**src/uspc_pkg.sv**
```systemverilog
// Behaviour
// - event port a is high while any flag chosen by mask bits 7:0 is high
// - event port b is high while any flag chosen by mask bits 15:8 is high
// - event port c is high while any flag chosen by mask bits 23:16 is high
// - event port d is high while any flag chosen by mask bits 31:24 is high; all masks reset to zero
// - frame counter is 11 bits, writable, high part 10:8, low part 7:0
// - last packet identifier is captured on each packet, read only, reset zero
// - endpoint register low nibble holds the endpoint of the last token
// - endpoint register bit 4 shows whether the endpoint field is valid
// - marked endpoints appear on the receive port with 0x10 ORed in
// - phy control bit 18 switches off pulldowns on both phy data ports
// - auto-resume by se0 sets phy control bit 13; writing zero clears it
// - auto-resume by k state sets phy control bit 12; writing zero clears it
// - line state changes propagate after two to the power bits 11:8 clocks
// - bit 7 lets the suspend controller resume; else software polls line state
// - phy config pins follow phy control bits 6:4, reset zero
// - the flag vector has seven bits; bit 6 marks a good decoded token
// - a held flag keeps its value until software writes one to it
package uspc_pkg;
  localparam int unsigned ADDR_W = 8;
  localparam int unsigned DATA_W = 32;
  localparam int unsigned FLAG_W = 7;
  localparam int unsigned SOF_W = 11;
  localparam int unsigned EP_W = 4;
  localparam int unsigned PID_W = 4;
  localparam int unsigned FILT_W = 4;
  localparam int unsigned FILT_CNT_W = 16;
  localparam int unsigned IRQ_W = 3;
  localparam logic [ADDR_W-1:0] OFF_PORT_MASK = 8'h24;
  localparam logic [ADDR_W-1:0] OFF_FRAME = 8'h28;
  localparam logic [ADDR_W-1:0] OFF_PID = 8'h2c;
  localparam logic [ADDR_W-1:0] OFF_EP = 8'h30;
  localparam logic [ADDR_W-1:0] OFF_EP_MARK = 8'h34;
  localparam logic [ADDR_W-1:0] OFF_OTG_MASK = 8'h38;
  localparam logic [ADDR_W-1:0] OFF_PWR_SIG = 8'h3c;
  localparam logic [ADDR_W-1:0] OFF_PHY_CTRL = 8'h40;
  localparam logic [ADDR_W-1:0] OFF_LINE_STAT = 8'h44;
  localparam logic [ADDR_W-1:0] OFF_IRQ_STAT = 8'h48;
  localparam logic [ADDR_W-1:0] OFF_IRQ_MASK = 8'h4c;
  localparam int unsigned EP_VALID_BIT = 4;
  localparam logic [4:0] EP_MARK_OR = 5'h10;
  localparam int unsigned EP_MARK_W = 16;
  localparam int unsigned PORT_MASK_W = 8;
  localparam int unsigned PWR_SIG_W = 9;
  localparam int unsigned PHY_PD_DIS_BIT = 18;
  localparam int unsigned PHY_RES_SE0_BIT = 13;
  localparam int unsigned PHY_RES_K_BIT = 12;
  localparam int unsigned PHY_FILT_LO = 8;
  localparam int unsigned PHY_SUSP_BIT = 7;
  localparam int unsigned PHY_CONF_LO = 4;
  localparam int unsigned PHY_CONF_W = 3;
  localparam logic [DATA_W-1:0] PHY_RW_MASK = 32'h0004_3ff0;
  localparam logic [1:0] LS_SE0 = 2'h0;
  localparam logic [1:0] LS_K = 2'h2;
  localparam int unsigned IRQ_TOKEN = 0;
  localparam int unsigned IRQ_SOF = 1;
  localparam int unsigned IRQ_RESUME = 2;
  localparam int unsigned TOKEN_FLAG = 6;

  typedef struct packed {
    logic [ADDR_W-1:0] addr;
    logic [DATA_W-1:0] wdata;
    logic wr;
    logic rd;
  } uspc_bus_s;

  typedef struct packed {
    logic pid_vld;
    logic [PID_W-1:0] pid;
    logic tok_vld;
    logic [EP_W-1:0] ep;
    logic ep_inval;
  } uspc_pkt_s;
endpackage : uspc_pkg

```
**src/uspc_top.sv**
```systemverilog
// Added by the designer: the plain strobed port.
`timescale 1ns/10ps
`default_nettype none
module uspc_top
  import uspc_pkg::*;
(
  input wire logic i_ref_clk, // 200 MHz clock
  input wire logic i_rst, // async reset, high
  input wire uspc_bus_s i_bus, // register request
  output logic [DATA_W-1:0] o_rdata, // read data, cycle after strobe
  input wire logic [FLAG_W-1:0] i_flag_src, // raw interface flag signals
  input wire logic [FLAG_W-1:0] i_flag_hold_select, // 1 = flag is held
  input wire logic i_flag_clr_wr, // write-one-to-clear strobe for flags
  input wire logic [FLAG_W-1:0] i_flag_clr_data, // ones clear held flags
  input wire uspc_pkt_s i_pkt, // packet and token capture
  input wire logic i_sof, // start-of-frame pulse
  input wire logic i_suspend, // link is suspended
  input wire logic [1:0] i_linestate, // phy line state pins
  output logic [FLAG_W-1:0] o_flags, // interface flag vector
  output logic o_event_port_a, // event port a
  output logic o_event_port_b, // event port b
  output logic o_event_port_c, // event port c
  output logic o_event_port_d, // event port d
  output logic [4:0] o_rx_ep, // endpoint on receive port
  output logic o_rx_ep_vld, // receive port endpoint strobe
  output logic o_phy_data_port_a_pd, // pulldown enable, data port a
  output logic o_phy_data_port_b_pd, // pulldown enable, data port b
  output logic [PHY_CONF_W-1:0] o_phy_config_pins, // phy config pins
  output logic [1:0] o_linestate_filt, // filtered line state
  output logic o_resume, // resume pulse to suspend logic
  output logic o_irq // level interrupt
);

  function automatic logic [FILT_CNT_W-1:0] pow2m1(input logic [FILT_W-1:0] n);
    logic [FILT_CNT_W:0] one;
    one = {{FILT_CNT_W{1'b0}}, 1'b1};
    pow2m1 = FILT_CNT_W'((one << n) - 1'b1);
  endfunction : pow2m1

  function automatic logic port_hit(input logic [PORT_MASK_W-1:0] m, input logic [FLAG_W-1:0] f);
    port_hit = |(m[FLAG_W-1:0] & f);
  endfunction : port_hit

  logic [DATA_W-1:0] port_mask_q;
  logic [SOF_W-1:0] sof_q;
  logic [PID_W-1:0] pid_q;
  logic [EP_W-1:0] ep_q;
  logic ep_vld_q;
  logic [EP_MARK_W-1:0] ep_mark_q;
  logic [DATA_W-1:0] otg_mask_q;
  logic [PWR_SIG_W-1:0] pwr_sig_q;
  logic [DATA_W-1:0] phy_ctrl_q;
  logic [DATA_W-1:0] phy_ctrl_d;
  logic [FLAG_W-1:0] flag_q;
  logic [FLAG_W-1:0] flag_d;
  logic [IRQ_W-1:0] irq_stat_q;
  logic [IRQ_W-1:0] irq_stat_d;
  logic [IRQ_W-1:0] irq_mask_q;
  logic [1:0] ls_meta_q;
  logic [1:0] ls_sync_q;
  logic [1:0] ls_cand_q;
  logic [FILT_CNT_W-1:0] ls_cnt_q;
  logic [1:0] ls_filt_q;
  logic [1:0] ls_prev_q;
  logic [DATA_W-1:0] rdata_q;
  logic [3:0] port_q;
  logic [4:0] rx_ep_q;
  logic rx_ep_vld_q;
  logic resume_q;
  logic irq_q;
  logic pd_q;

  // register decode
  wire wr_port_mask = i_bus.wr && (i_bus.addr == OFF_PORT_MASK);
  wire wr_frame = i_bus.wr && (i_bus.addr == OFF_FRAME);
  wire wr_ep_mark = i_bus.wr && (i_bus.addr == OFF_EP_MARK);
  wire wr_otg_mask = i_bus.wr && (i_bus.addr == OFF_OTG_MASK);
  wire wr_pwr_sig = i_bus.wr && (i_bus.addr == OFF_PWR_SIG);
  wire wr_phy_ctrl = i_bus.wr && (i_bus.addr == OFF_PHY_CTRL);
  wire wr_irq_stat = i_bus.wr && (i_bus.addr == OFF_IRQ_STAT);
  wire wr_irq_mask = i_bus.wr && (i_bus.addr == OFF_IRQ_MASK);

  // filter limit and line state change detection
  wire [FILT_W-1:0] filt_log2 = phy_ctrl_q[PHY_FILT_LO +: FILT_W];
  wire [FILT_CNT_W-1:0] filt_lim = pow2m1(filt_log2);
  wire ls_stable = (ls_sync_q == ls_cand_q);
  // >= so a limit lowered mid-count does not run the counter round
  wire ls_done = ls_stable && (ls_cnt_q >= filt_lim);
  wire ls_change = (ls_filt_q != ls_prev_q);

  // auto-resume only while the suspend controller owns resume
  wire auto_en = phy_ctrl_q[PHY_SUSP_BIT] && i_suspend;
  wire res_se0 = auto_en && ls_change && (ls_filt_q == LS_SE0);
  wire res_k = auto_en && ls_change && (ls_filt_q == LS_K);

  // held flags keep value, set beats clear
  always_comb begin
    for (int i = 0; i < FLAG_W; i++) begin
      if (i_flag_hold_select[i]) begin
        flag_d[i] = i_flag_src[i] | (flag_q[i] & ~(i_flag_clr_wr & i_flag_clr_data[i]));
      end else begin
        flag_d[i] = i_flag_src[i];
      end
    end
  end

  // phy control: writable bits, resume causes set beats a zero write
  always_comb begin
    phy_ctrl_d = phy_ctrl_q;
    if (wr_phy_ctrl) begin
      phy_ctrl_d = i_bus.wdata & PHY_RW_MASK;
      phy_ctrl_d[PHY_RES_SE0_BIT] = phy_ctrl_q[PHY_RES_SE0_BIT]
        & i_bus.wdata[PHY_RES_SE0_BIT];
      phy_ctrl_d[PHY_RES_K_BIT] = phy_ctrl_q[PHY_RES_K_BIT]
        & i_bus.wdata[PHY_RES_K_BIT];
    end
    if (res_se0) begin
      phy_ctrl_d[PHY_RES_SE0_BIT] = 1'b1;
    end
    if (res_k) begin
      phy_ctrl_d[PHY_RES_K_BIT] = 1'b1;
    end
  end

  wire [IRQ_W-1:0] irq_evt = {res_se0 | res_k, i_sof, i_pkt.tok_vld};
  wire [IRQ_W-1:0] irq_w1c = wr_irq_stat ? i_bus.wdata[IRQ_W-1:0] : '0;
  assign irq_stat_d = irq_evt | (irq_stat_q & ~irq_w1c);

  // read mux
  wire [DATA_W-1:0] rd_mux =
    (i_bus.addr == OFF_PORT_MASK) ? port_mask_q :
    (i_bus.addr == OFF_FRAME) ? DATA_W'(sof_q) :
    (i_bus.addr == OFF_PID) ? DATA_W'(pid_q) :
    (i_bus.addr == OFF_EP) ? DATA_W'({ep_vld_q, ep_q}) :
    (i_bus.addr == OFF_EP_MARK) ? DATA_W'(ep_mark_q) :
    (i_bus.addr == OFF_OTG_MASK) ? otg_mask_q :
    (i_bus.addr == OFF_PWR_SIG) ? DATA_W'(pwr_sig_q) :
    (i_bus.addr == OFF_PHY_CTRL) ? phy_ctrl_q :
    (i_bus.addr == OFF_LINE_STAT) ? DATA_W'(ls_filt_q) :
    (i_bus.addr == OFF_IRQ_STAT) ? DATA_W'(irq_stat_q) :
    (i_bus.addr == OFF_IRQ_MASK) ? DATA_W'(irq_mask_q) : '0;

  wire [3:0] port_d = {port_hit(port_mask_q[3*PORT_MASK_W +: PORT_MASK_W], flag_q),
                       port_hit(port_mask_q[2*PORT_MASK_W +: PORT_MASK_W], flag_q),
                       port_hit(port_mask_q[PORT_MASK_W +: PORT_MASK_W], flag_q),
                       port_hit(port_mask_q[0 +: PORT_MASK_W], flag_q)};
  wire [4:0] rx_ep_d = {1'b0, i_pkt.ep} | (ep_mark_q[i_pkt.ep] ? EP_MARK_OR : '0);

  // software registers
  always_ff @(posedge i_ref_clk or posedge i_rst) begin
    if (i_rst) begin
      port_mask_q <= '0;
      ep_mark_q <= '0;
      otg_mask_q <= '0;
      pwr_sig_q <= '0;
      irq_mask_q <= '0;
    end else begin
      if (wr_port_mask) port_mask_q <= i_bus.wdata;
      if (wr_ep_mark) ep_mark_q <= i_bus.wdata[EP_MARK_W-1:0];
      if (wr_otg_mask) otg_mask_q <= i_bus.wdata;
      if (wr_pwr_sig) pwr_sig_q <= i_bus.wdata[PWR_SIG_W-1:0];
      if (wr_irq_mask) irq_mask_q <= i_bus.wdata[IRQ_W-1:0];
    end
  end

  // frame counter: write wins over a start-of-frame tick
  always_ff @(posedge i_ref_clk or posedge i_rst) begin
    if (i_rst) begin
      sof_q <= '0;
    end else if (wr_frame) begin
      sof_q <= i_bus.wdata[SOF_W-1:0];
    end else if (i_sof) begin
      sof_q <= sof_q + 1'b1;
    end
  end

  // packet and token capture
  always_ff @(posedge i_ref_clk or posedge i_rst) begin
    if (i_rst) begin
      pid_q <= '0;
      ep_q <= '0;
      ep_vld_q <= 1'b0;
    end else begin
      if (i_pkt.pid_vld) pid_q <= i_pkt.pid;
      if (i_pkt.tok_vld) begin
        ep_q <= i_pkt.ep;
        ep_vld_q <= 1'b1;
      end else if (i_pkt.ep_inval) begin
        ep_vld_q <= 1'b0;
      end
    end
  end

  // flags, ports and receive endpoint
  always_ff @(posedge i_ref_clk or posedge i_rst) begin
    if (i_rst) begin
      flag_q <= '0;
      port_q <= '0;
      rx_ep_q <= '0;
      rx_ep_vld_q <= 1'b0;
    end else begin
      flag_q <= flag_d;
      port_q <= port_d;
      rx_ep_q <= rx_ep_d;
      rx_ep_vld_q <= i_pkt.tok_vld;
    end
  end

  // line state synchroniser and filter
  always_ff @(posedge i_ref_clk or posedge i_rst) begin
    if (i_rst) begin
      ls_meta_q <= '0;
      ls_sync_q <= '0;
      ls_cand_q <= '0;
      ls_cnt_q <= '0;
      ls_filt_q <= '0;
      ls_prev_q <= '0;
    end else begin
      ls_meta_q <= i_linestate;
      ls_sync_q <= ls_meta_q;
      ls_prev_q <= ls_filt_q;
      if (!ls_stable) begin
        ls_cand_q <= ls_sync_q;
        ls_cnt_q <= '0;
      end else if (ls_done) begin
        ls_filt_q <= ls_cand_q;
      end else begin
        ls_cnt_q <= ls_cnt_q + 1'b1;
      end
    end
  end

  // phy control, interrupts, read data
  always_ff @(posedge i_ref_clk or posedge i_rst) begin
    if (i_rst) begin
      phy_ctrl_q <= '0;
      irq_stat_q <= '0;
      irq_q <= 1'b0;
      resume_q <= 1'b0;
      rdata_q <= '0;
      pd_q <= 1'b1; // pulldowns on out of reset
    end else begin
      phy_ctrl_q <= phy_ctrl_d;
      pd_q <= ~phy_ctrl_d[PHY_PD_DIS_BIT];
      irq_stat_q <= irq_stat_d;
      irq_q <= |(irq_stat_q & irq_mask_q);
      resume_q <= res_se0 | res_k;
      rdata_q <= i_bus.rd ? rd_mux : '0;
    end
  end

  assign o_rdata = rdata_q;
  assign o_flags = flag_q;
  assign o_event_port_a = port_q[0];
  assign o_event_port_b = port_q[1];
  assign o_event_port_c = port_q[2];
  assign o_event_port_d = port_q[3];
  assign o_rx_ep = rx_ep_q;
  assign o_rx_ep_vld = rx_ep_vld_q;
  assign o_phy_data_port_a_pd = pd_q;
  assign o_phy_data_port_b_pd = pd_q;
  assign o_phy_config_pins = phy_ctrl_q[PHY_CONF_LO +: PHY_CONF_W];
  assign o_linestate_filt = ls_filt_q;
  assign o_resume = resume_q;
  assign o_irq = irq_q;

  // checks
  property p_port_a;
    @(posedge i_ref_clk) disable iff (i_rst)
    port_hit(port_mask_q[0 +: PORT_MASK_W], flag_q) |=> o_event_port_a;
  endproperty
  a_port_a: assert property (p_port_a) else $error("port a missed");

  property p_port_b;
    @(posedge i_ref_clk) disable iff (i_rst)
    o_event_port_b |-> $past(port_hit(port_mask_q[PORT_MASK_W +: PORT_MASK_W], flag_q));
  endproperty
  a_port_b: assert property (p_port_b) else $error("port b spurious");

  property p_port_c;
    @(posedge i_ref_clk) disable iff (i_rst)
    (port_mask_q[2*PORT_MASK_W +: PORT_MASK_W] == '0) [*2] |-> !o_event_port_c;
  endproperty
  a_port_c: assert property (p_port_c) else $error("port c high unmasked");

  property p_port_d;
    @(posedge i_ref_clk) disable iff (i_rst)
    o_event_port_d == $past(port_hit(port_mask_q[3*PORT_MASK_W +: PORT_MASK_W], flag_q));
  endproperty
  a_port_d: assert property (p_port_d) else $error("port d wrong");

  property p_sof_inc;
    @(posedge i_ref_clk) disable iff (i_rst)
    (i_sof && !wr_frame) |=> sof_q == SOF_W'($past(sof_q) + 1'b1);
  endproperty
  a_sof_inc: assert property (p_sof_inc) else $error("frame count wrong");

  property p_pid;
    @(posedge i_ref_clk) disable iff (i_rst)
    i_pkt.pid_vld |=> pid_q == $past(i_pkt.pid);
  endproperty
  a_pid: assert property (p_pid) else $error("pid not captured");

  property p_ep;
    @(posedge i_ref_clk) disable iff (i_rst)
    i_pkt.tok_vld |=> (ep_q == $past(i_pkt.ep)) && ep_vld_q;
  endproperty
  a_ep: assert property (p_ep) else $error("endpoint not captured");

  property p_mark;
    @(posedge i_ref_clk) disable iff (i_rst)
    i_pkt.tok_vld && ep_mark_q[i_pkt.ep] |=> o_rx_ep_vld && o_rx_ep[4];
  endproperty
  a_mark: assert property (p_mark) else $error("mark bit missing");

  property p_pd;
    @(posedge i_ref_clk) disable iff (i_rst)
    wr_phy_ctrl && i_bus.wdata[PHY_PD_DIS_BIT] |=> !o_phy_data_port_a_pd;
  endproperty
  a_pd: assert property (p_pd) else $error("pulldown still on");

  property p_res_se0;
    @(posedge i_ref_clk) disable iff (i_rst)
    res_se0 |=> phy_ctrl_q[PHY_RES_SE0_BIT] && o_resume;
  endproperty
  a_res_se0: assert property (p_res_se0) else $error("se0 cause lost");

  property p_res_k;
    @(posedge i_ref_clk) disable iff (i_rst)
    res_k |=> phy_ctrl_q[PHY_RES_K_BIT] && o_resume;
  endproperty
  a_res_k: assert property (p_res_k) else $error("k cause lost");

  property p_filt;
    @(posedge i_ref_clk) disable iff (i_rst)
    $changed(ls_filt_q) |-> $past(ls_cnt_q >= filt_lim);
  endproperty
  a_filt: assert property (p_filt) else $error("filter early");

  property p_no_auto;
    @(posedge i_ref_clk) disable iff (i_rst)
    !phy_ctrl_q[PHY_SUSP_BIT] |=> !o_resume;
  endproperty
  a_no_auto: assert property (p_no_auto) else $error("resume when off");

  property p_hold;
    @(posedge i_ref_clk) disable iff (i_rst)
    flag_q[TOKEN_FLAG] && i_flag_hold_select[TOKEN_FLAG] && !i_flag_clr_wr
      |=> flag_q[TOKEN_FLAG];
  endproperty
  a_hold: assert property (p_hold) else $error("held flag dropped");

  c_port_a: cover property (@(posedge i_ref_clk) disable iff (i_rst) $rose(o_event_port_a));
  c_resume: cover property (@(posedge i_ref_clk) disable iff (i_rst) o_resume);
  c_mark: cover property (@(posedge i_ref_clk) disable iff (i_rst) o_rx_ep_vld && o_rx_ep[4]);
  c_irq: cover property (@(posedge i_ref_clk) disable iff (i_rst) $rose(o_irq));

endmodule : uspc_top
`default_nettype wire

```
**config.mk**
```make
export PLATFORM = sky130hd
export DESIGN_NAME = uspc_top
export DESIGN_NICKNAME = d
export VERILOG_FILES = /design/src/uspc_pkg.sv /design/src/uspc_top.sv
export SDC_FILE = /design/constraint.sdc
export NUM_CORES = 1
export LEC_CHECK = 0
export BUFFER_PORTS_ARGS = -buffer_cell sky130_fd_sc_hd__buf_4
export CORE_MARGIN = 4
export CORE_UTILIZATION = 40
export DETAILED_ROUTE_END_ITERATION = 8
export SLEW_MARGIN = 20
export SYNTH_ARGS = -nofsm -noshare
export SYNTH_HDL_FRONTEND = slang
export SYNTH_SLANG_ARGS = --single-unit
```
**constraint.sdc**
```tcl
create_clock -name i_ref_clk -period 7.8 [get_ports i_ref_clk]
set_input_delay 1.56 -clock i_ref_clk [delete_from_list [all_inputs] [get_ports i_ref_clk]]
set_output_delay 1.56 -clock i_ref_clk [all_outputs]
set_load 0.05 [all_outputs]
```
==> results_tabular.tex, run 1 <==
\begin{tabular}{lr}
\hline
Metric & Value \\
\hline
\multicolumn{2}{l}{\textbf{Die}} \\
Number of rows in the core area & 56 \\
Core region area & 23500 um\^{}2 \\
Vert. Die Dim & 162 um \\
I/O pin count & 139 \\
Horiz. Die Dim & 162 um \\
Initial standard-cell utilization of the core & 40.5\% \\
Die Outline Area & 26300 um\^{}2 \\
\multicolumn{2}{l}{\textbf{Layout}} \\
Area grow syn2layout & 20.7\% \\
Net count reported at finish & 996 \\
Non-filler cells, final & 1231 \\
Number of inserted filler cells in the final layout & 2119 \\
Layout Utilization & 49.0\% \\
Count of antenna diodes in the layout & 0 \\
Fraction of layout cells with a size suffix above 1 & 33.6\% \\
Most common cell after layout, fill and taps aside & dfrtp\_1 \\
Combined area of the multi-input logic cells & 4130 um\^{}2 \\
Register area & 5110 um\^{}2 \\
Commonest non-fill, non-tap cells in the layout & 203 x dfrtp\_1, 144 x buf\_4, 68 x mux2\_2, 49 x nand2\_1, 37 x nor2\_1 \\
\multicolumn{2}{l}{\textbf{Yosys}} \\
Post-synth EDFFs & 0 \\
Net count after synthesis & 873 \\
Post-synthesis instance area & 9520 um\^{}2 \\
Number of distinct standard cells referenced by the synthesized netlist & 67 \\
Post-synthesis sequential element count & 204 \\
Sequential fraction of the synthesis area & 53.6\% \\
Yosys Warn Count & 0 \\
Average footprint of a synthesized cell & 12.3 um\^{}2 \\
FFs w/ async S/R, synth & 100\% \\
Post-synthesis cell count & 773 \\
Synth Flop Type & dfrtp\_1 \\
\multicolumn{2}{l}{\textbf{Critical path}} \\
Peak fanout along the critical path & 16 \\
Reg2reg end & ls\_cnt\_q[11] \\
Delay of the slowest cell on the worst path & 0.63 ns \\
Critical path launch point type & flop \\
Cell type of the slowest stage on the worst timing path & or3\_1 \\
Crit path cell chain & nor3\_1 -> nand2b\_1 -> ha\_1 -> xor2\_1 -> nor2\_1 -> a21oi\_1 -> ha\_1 -> nand2\_1 -> o21ai\_1 -> or3\_1 -> or4\_1 -> a21oi\_1 \\
Worst reg2reg path depth & 12 \\
Worst reg-to-reg setup slack & 4.04 ns \\
Worst path bufs/invs & 0 \\
Worst Setup SP & phy\_ctrl\_q[9] \\
Critical path class & reg -> reg \\
Family with the most delay on the worst path & simple AND/OR/NAND/NOR gates \\
Kind of end point of the critical path & flop \\
Arrival time at the worst endpoint & 4.18 ns \\
Reg-to-reg startpoint & phy\_ctrl\_q[9] \\
Required time at the endpoint of the critical path & 8.22 ns \\
\multicolumn{2}{l}{\textbf{Worst hold path}} \\
Endpoint of the worst hold-timing path & ls\_sync\_q[1] \\
Tightest Hold Check Type & reg -> reg \\
Hold depth & 0 \\
Hold Startpoint & ls\_meta\_q[1] \\
\multicolumn{2}{l}{\textbf{Clocking}} \\
Number of buffers added by the clock tree synthesis step & 23 \\
Number of sinks driven by the clock tree & 204 \\
Clock H-tree levels & 1 \\
CTS max path bufs & 3 \\
Latest clock arrival within the worst-skew pair & 0.51 ns \\
Clock root buffer master & clkbuf\_16 \\
Clock transition at the registers of the reported paths & 0.06 ns \\
CTS tree & done \\
Post-CTS resize count & 0 \\
Number of hold buffers added after cts & 0 \\
Post-CTS setup buffers & 0 \\
\multicolumn{2}{l}{\textbf{Detailed routing}} \\
Wire length per cell after detailed routing & 19.6 um \\
DRC violations left & 0 \\
Ratio of routed vias to standard cells & 5.44 \\
DR vias & 6695 \\
Initial DRC count & 490 \\
Detailed Route WL & 24100 um \\
Count of nets left with antenna violations after detail routing & 0 \\
Number of search-and-repair iterations in the first detailed-routing pass & 5 \\
\multicolumn{2}{l}{\textbf{Placement}} \\
RePlAce Congestion & 0.821 \\
DPL Wire Length & 16300 um \\
Number of placed instances with taps included & 1190 \\
Number of input and output port buffers inserted & 138 \\
\multicolumn{2}{l}{\textbf{STA}} \\
Normalized max-slew margin & 29.9\% \\
Final TNS setup & 0 ns \\
Min Tclk post-route & 3.76 ns \\
Unrepaired setup endpoints after global routing & false \\
Setup violation total in the final timing report & 0 \\
Fin crit share & 48.1\% \\
FMAX & 266 MHz \\
Layout Skew & 0.0162 ns \\
Number of hold violations in the final report & 0 \\
Pin slew with the least headroom to its limit & 1.04 ns \\
Number of max-slew violations in the final report & 0 \\
\multicolumn{2}{l}{\textbf{GRT}} \\
Number of global-route vias before repair & 6679 \\
Global-route wire length before repair & 38300 um \\
Initial antenna violation count & 0 \\
Remaining Overflow, GRT & 0 \\
Gr usage total & 18.2\% \\
Pin count of the biggest net entering global routing & 134 \\
\multicolumn{2}{l}{\textbf{Run}} \\
Max capacitance violation total & 0 \\
\multicolumn{2}{l}{\textbf{Pwr}} \\
Maximum resistive drop on vdd & 0.146 mV \\
Total power density per cell area & 225 nW/um\^{}2 \\
Leakage dissipation & 5.42 nW \\
\multicolumn{2}{l}{\textbf{Run status}} \\
Status & finished, final reports clean \\
\hline
\end{tabular}
## area by class of cell
class | instances | share of cell area, %
clock buffers | 34 | 5.98
clock inverters | 7 | 0.338
inverters | 11 | 0.425
multi-input cells | 512 | 35.9
flip-flops and latches | 204 | 44.4
well taps | 319 | 3.47
repair buffers | 144 | 9.41
## per-stage QoR
stage                     power, mW  cell area [um^2]  setup WS [ns]  hold slack (ns)
after global routing           2.71             11500           3.69            0.368
after detailed placement       1.58             10800           3.72            0.343
after floorplan                1.44              9520          0.674            0.331
after CTS                      2.62             11500           4.03            0.360
final                          2.59             11500           4.04            0.355
after global placement         1.57             10800           3.77            0.346
## worst max-delay path by stage
stage / end / slack [ns] / cells past startpoint
after floorplan: ep_mark_q[0] / 0.67 / 1
after global placement: otg_mask_q[30] / 3.77 / 6
after detailed placement: otg_mask_q[31] / 3.72 / 6
after CTS: ls_cnt_q[11] / 4.03 / 12
after global routing: ls_cnt_q[11] / 3.69 / 12
final: ls_cnt_q[11] / 4.04 / 12
## sequential cells by signal, indices dropped and copies added, names as in the netlist, 5 cells and up
| name | count |
|---|---|
| ep_mark_q | 16 |
| sof_q | 11 |
| ls_cnt_q | 16 |
| pwr_sig_q | 9 |
| o_rdata | 32 |
| phy_ctrl_q | 11 |
| o_flags | 7 |
| port_mask_q | 32 |
| otg_mask_q | 32 |
| o_rx_ep | 5 |
## kinds of logic after synthesis
| group | count (synthesis) | share of synthesized area, % |
|---|---|---|
| simple gates | 186 | 10.5 |
| other cells | 1 | 0.0394 |
| buf+inv | 57 | 3.01 |
| flops | 204 | 53.6 |
| xor+xnor | 15 | 1.38 |
| fa+ha+maj | 19 | 2.50 |
| compound gates | 163 | 12.1 |
| mux | 128 | 16.8 |
## layer usage
metal	up-vias	track usage, %	share of wire (%)
met5	-	0	0
met4	0	4.11	1.6
met2	189	27.9	45
met1	3352	27.1	47
met3	34	3.30	6.0
li1	3120	-	-
## power breakdown
group	internal (mW)	total [mW]	switching (mW)
clock	0.608	1.03	0.425
combinational	0.145	0.333	0.187
sequential	1.14	1.22	0.0858
total	1.89	2.59	0.698
## synthesized netlist by cell type (all sizes together), types with 3 or more instances
master	n	area (um^2)
o211ai	3	22.5
a31oi	3	18.8
nor3	8	51.3
buf	26	170
or3	7	43.8
xor2	12	105
nand3	18	90.1
mux2i	11	110
a222oi	13	130
a21oi	35	175
o21a	4	30.0
a21o	6	45.0
ha	19	238
nand2	53	214
nor4	3	48.8
nand4	6	37.5
a22oi	29	218
a221oi	5	43.8
and3	7	43.8
xnor2	3	26.3
a21boi	9	67.6
a31o	7	61.3
o31ai	10	75.1
mux2	112	1370
or4	9	67.6
dfrtp	203	5080
a32oi	4	35.0
inv	11	41.3
and2	3	18.8
mux4	5	113
o21ai	20	100
nor2	39	156
clkbuf	20	75.1
nand3b	3	22.5
nor2b	20	125
## worst register-to-register path, stage by stage, from the launching register on
cell      delay (ns)
dfrtp_1         0.55
nor3_1          0.33
nand2b_1        0.14
ha_1            0.31
xor2_1          0.18
nor2_1          0.10
a21oi_1         0.05
ha_1            0.30
nand2_1         0.08
o21ai_1         0.29
or3_1           0.63
or4_1           0.53
a21oi_1         0.17
Power figures use the tool's default switching activity.
==> run 2, diff against run 1 <==
==> constraint.sdc (replaced) <==
create_clock -name i_ref_clk -period 3.39 [get_ports i_ref_clk]
set_input_delay 0.678 -clock i_ref_clk [delete_from_list [all_inputs] [get_ports i_ref_clk]]
set_output_delay 0.678 -clock i_ref_clk [all_outputs]
set_load 0.05 [all_outputs]
==> results_tabular.tex, run 2 (synthesis gave the netlist of run 1 again) <==
\begin{tabular}{lr}
\hline
Metric & Value \\
\hline
\multicolumn{2}{l}{\textbf{Die}} \\
I/O pin count & 139 \\
Core region area & 23500 um\^{}2 \\
Horiz. Die Dim & 162 um \\
Initial standard-cell utilization of the core & 40.5\% \\
Die Outline Area & 26300 um\^{}2 \\
Number of rows in the core area & 56 \\
Vert. Die Dim & 162 um \\
\multicolumn{2}{l}{\textbf{Worst hold path}} \\
Tightest Hold Check Type & in -> reg \\
\multicolumn{2}{l}{\textbf{Detailed routing}} \\
Number of search-and-repair iterations in the first detailed-routing pass & 5 \\
DR vias & 6716 \\
Detailed Route WL & 24600 um \\
DRC violations left & 0 \\
Ratio of routed vias to standard cells & 5.40 \\
Initial DRC count & 496 \\
Count of nets left with antenna violations after detail routing & 0 \\
Wire length per cell after detailed routing & 19.8 um \\
\multicolumn{2}{l}{\textbf{Pwr}} \\
Leakage dissipation & 5.54 nW \\
Total power density per cell area & 535 nW/um\^{}2 \\
Maximum resistive drop on vdd & 0.295 mV \\
Power, Total & 6.29 mW \\
\multicolumn{2}{l}{\textbf{Clocking}} \\
CTS tree & done \\
Post-CTS setup buffers & 0 \\
Latest clock arrival within the worst-skew pair & 0.51 ns \\
Number of buffers added by the clock tree synthesis step & 24 \\
CTS max path bufs & 3 \\
Clock H-tree levels & 1 \\
Clock transition at the registers of the reported paths & 0.06 ns \\
Clock root buffer master & clkbuf\_16 \\
Number of sinks driven by the clock tree & 204 \\
\multicolumn{2}{l}{\textbf{GRT}} \\
Met1 Track Usage GR & 26.8\% \\
Busiest layer in global routing & met2 \\
Gr usage total & 18.3\% \\
Pin count of the biggest net entering global routing & 110 \\
Number of global-route vias before repair & 6660 \\
Remaining Overflow, GRT & 0 \\
Global-route track usage on met3 & 2.82\% \\
Initial antenna violation count & 0 \\
Met2 track utilization from global routing & 29.1\% \\
Global-route wire length before repair & 38200 um \\
\multicolumn{2}{l}{\textbf{Placement}} \\
RePlAce Congestion & 0.840 \\
DPL Wire Length & 16500 um \\
Number of input and output port buffers inserted & 138 \\
Number of placed instances with taps included & 1201 \\
\multicolumn{2}{l}{\textbf{Layout}} \\
Commonest non-fill, non-tap cells in the layout & 203 x dfrtp\_1, 150 x buf\_4, 68 x mux2\_2, 49 x nand2\_1, 37 x nor2\_1 \\
Fraction of layout cells with a size suffix above 1 & 34.6\% \\
Count of antenna diodes in the layout & 0 \\
Net count reported at finish & 1008 \\
Non-filler cells, final & 1243 \\
Area grow syn2layout & 23.4\% \\
Number of inserted filler cells in the final layout & 2101 \\
Most common cell after layout, fill and taps aside & dfrtp\_1 \\
\multicolumn{2}{l}{\textbf{STA}} \\
Setup violation total in the final timing report & 0 \\
Number of hold violations in the final report & 0 \\
Final TNS setup & 0 ns \\
Layout Skew & 0.00761 ns \\
Min Tclk post-route & 3.20 ns \\
Normalized max-slew margin & 52.7\% \\
FMAX & 312 MHz \\
Unrepaired setup endpoints after global routing & false \\
Pin slew with the least headroom to its limit & 0.708 ns \\
Number of max-slew violations in the final report & 0 \\
Fin crit share & 94.5\% \\
\multicolumn{2}{l}{\textbf{Critical path}} \\
Kind of end point of the critical path & flop \\
Critical path launch point type & flop \\
Critical path class & reg -> reg \\
Peak fanout along the critical path & 33 \\
Required time at the endpoint of the critical path & 3.82 ns \\
Arrival time at the worst endpoint & 3.63 ns \\
\multicolumn{2}{l}{\textbf{Run status}} \\
Status & finished, final reports clean \\
\multicolumn{2}{l}{\textbf{Run}} \\
Max capacitance violation total & 0 \\
\hline
\end{tabular}
run 2: cell count changes in the layout (fill, tap and decap cells not counted), moves of 2 or more:
cell       before  now
buf_4         144  150
clkbuf_16      23   25
buf_12          0    5
clkbuf_8        7    2
bufinv_16       0    4
run 2: layout make-up:
| class | count | area [um^2] | area share, % |
|---|---|---|---|
| clock buffer | 31 | 668 | 5.69 |
| clock inverter | 11 | 159 | 1.35 |
| inverter | 11 | 45.0 | 0.383 |
| multi-input combinational | 512 | 4140 | 35.3 |
| sequential | 204 | 5110 | 43.5 |
| tap | 319 | 399 | 3.40 |
| timing repair buffer | 155 | 1230 | 10.4 |
run 2: per-stage QoR:
stage / hold WS, ns / worst slack, ns / utilization, % / cell area [um^2]
after floorplan: 0.331 / 0.0685 / - / 9520
after global placement: 0.337 / 0.204 / 46.5 / 10900
after detailed placement: 0.340 / 0.0936 / 46.5 / 10900
after CTS: 0.256 / 0.0528 / 50.0 / 11700
after global routing: 0.250 / 0.00320 / 50.0 / 11700
final: 0.278 / 0.187 / 50.0 / 11700
run 2: path summary, 6_finish.rpt:
path	from	cells after the start	slack, ns	end
max in group asynchronous	i_rst	3	2.57	sof_q[2]
worst min-delay path	i_linestate[0]	1	0.28	ls_meta_q[0]
min in group asynchronous	i_rst	3	0.32	port_mask_q[17]
worst max-delay path	phy_ctrl_q[10]	13	0.19	ls_cnt_q[13]
worst max register to register	phy_ctrl_q[10]	13	0.19	ls_cnt_q[13]
worst min register to register	ls_meta_q[1]	0	0.35	ls_sync_q[1]
run 2: timing repair:
action / CTS / global route
gates resized for setup: 0 / 4
hold buffers: 0 / 0
setup endpoints to repair: 0 / 14
run 2: where the power goes:
part	switching, mW	internal (mW)	leakage [nW]
clock	1.00	1.69	0.411
sequential	0.189	2.61	2.72
combinational	0.444	0.353	2.41
run 2: per-layer routing:
layer  wire length, um  up-vias
li1                  -     3142
met5                 0        -
met4               336        0
met3              1310       26
met1             11500     3371
met2             11500      177
run 2: worst max-delay path, cell delays in order (launching register included):
cell	delay, ns
dfrtp_1	0.42
nor3_2	0.24
nand2b_1	0.12
ha_1	0.21
buf_4	0.17
xor2_1	0.16
ha_1	0.18
a2111oi_1	0.37
o21ai_1	0.13
o2111ai_1	0.11
a31oi_2	0.14
buf_12	0.18
or4_1	0.50
a21oi_1	0.16
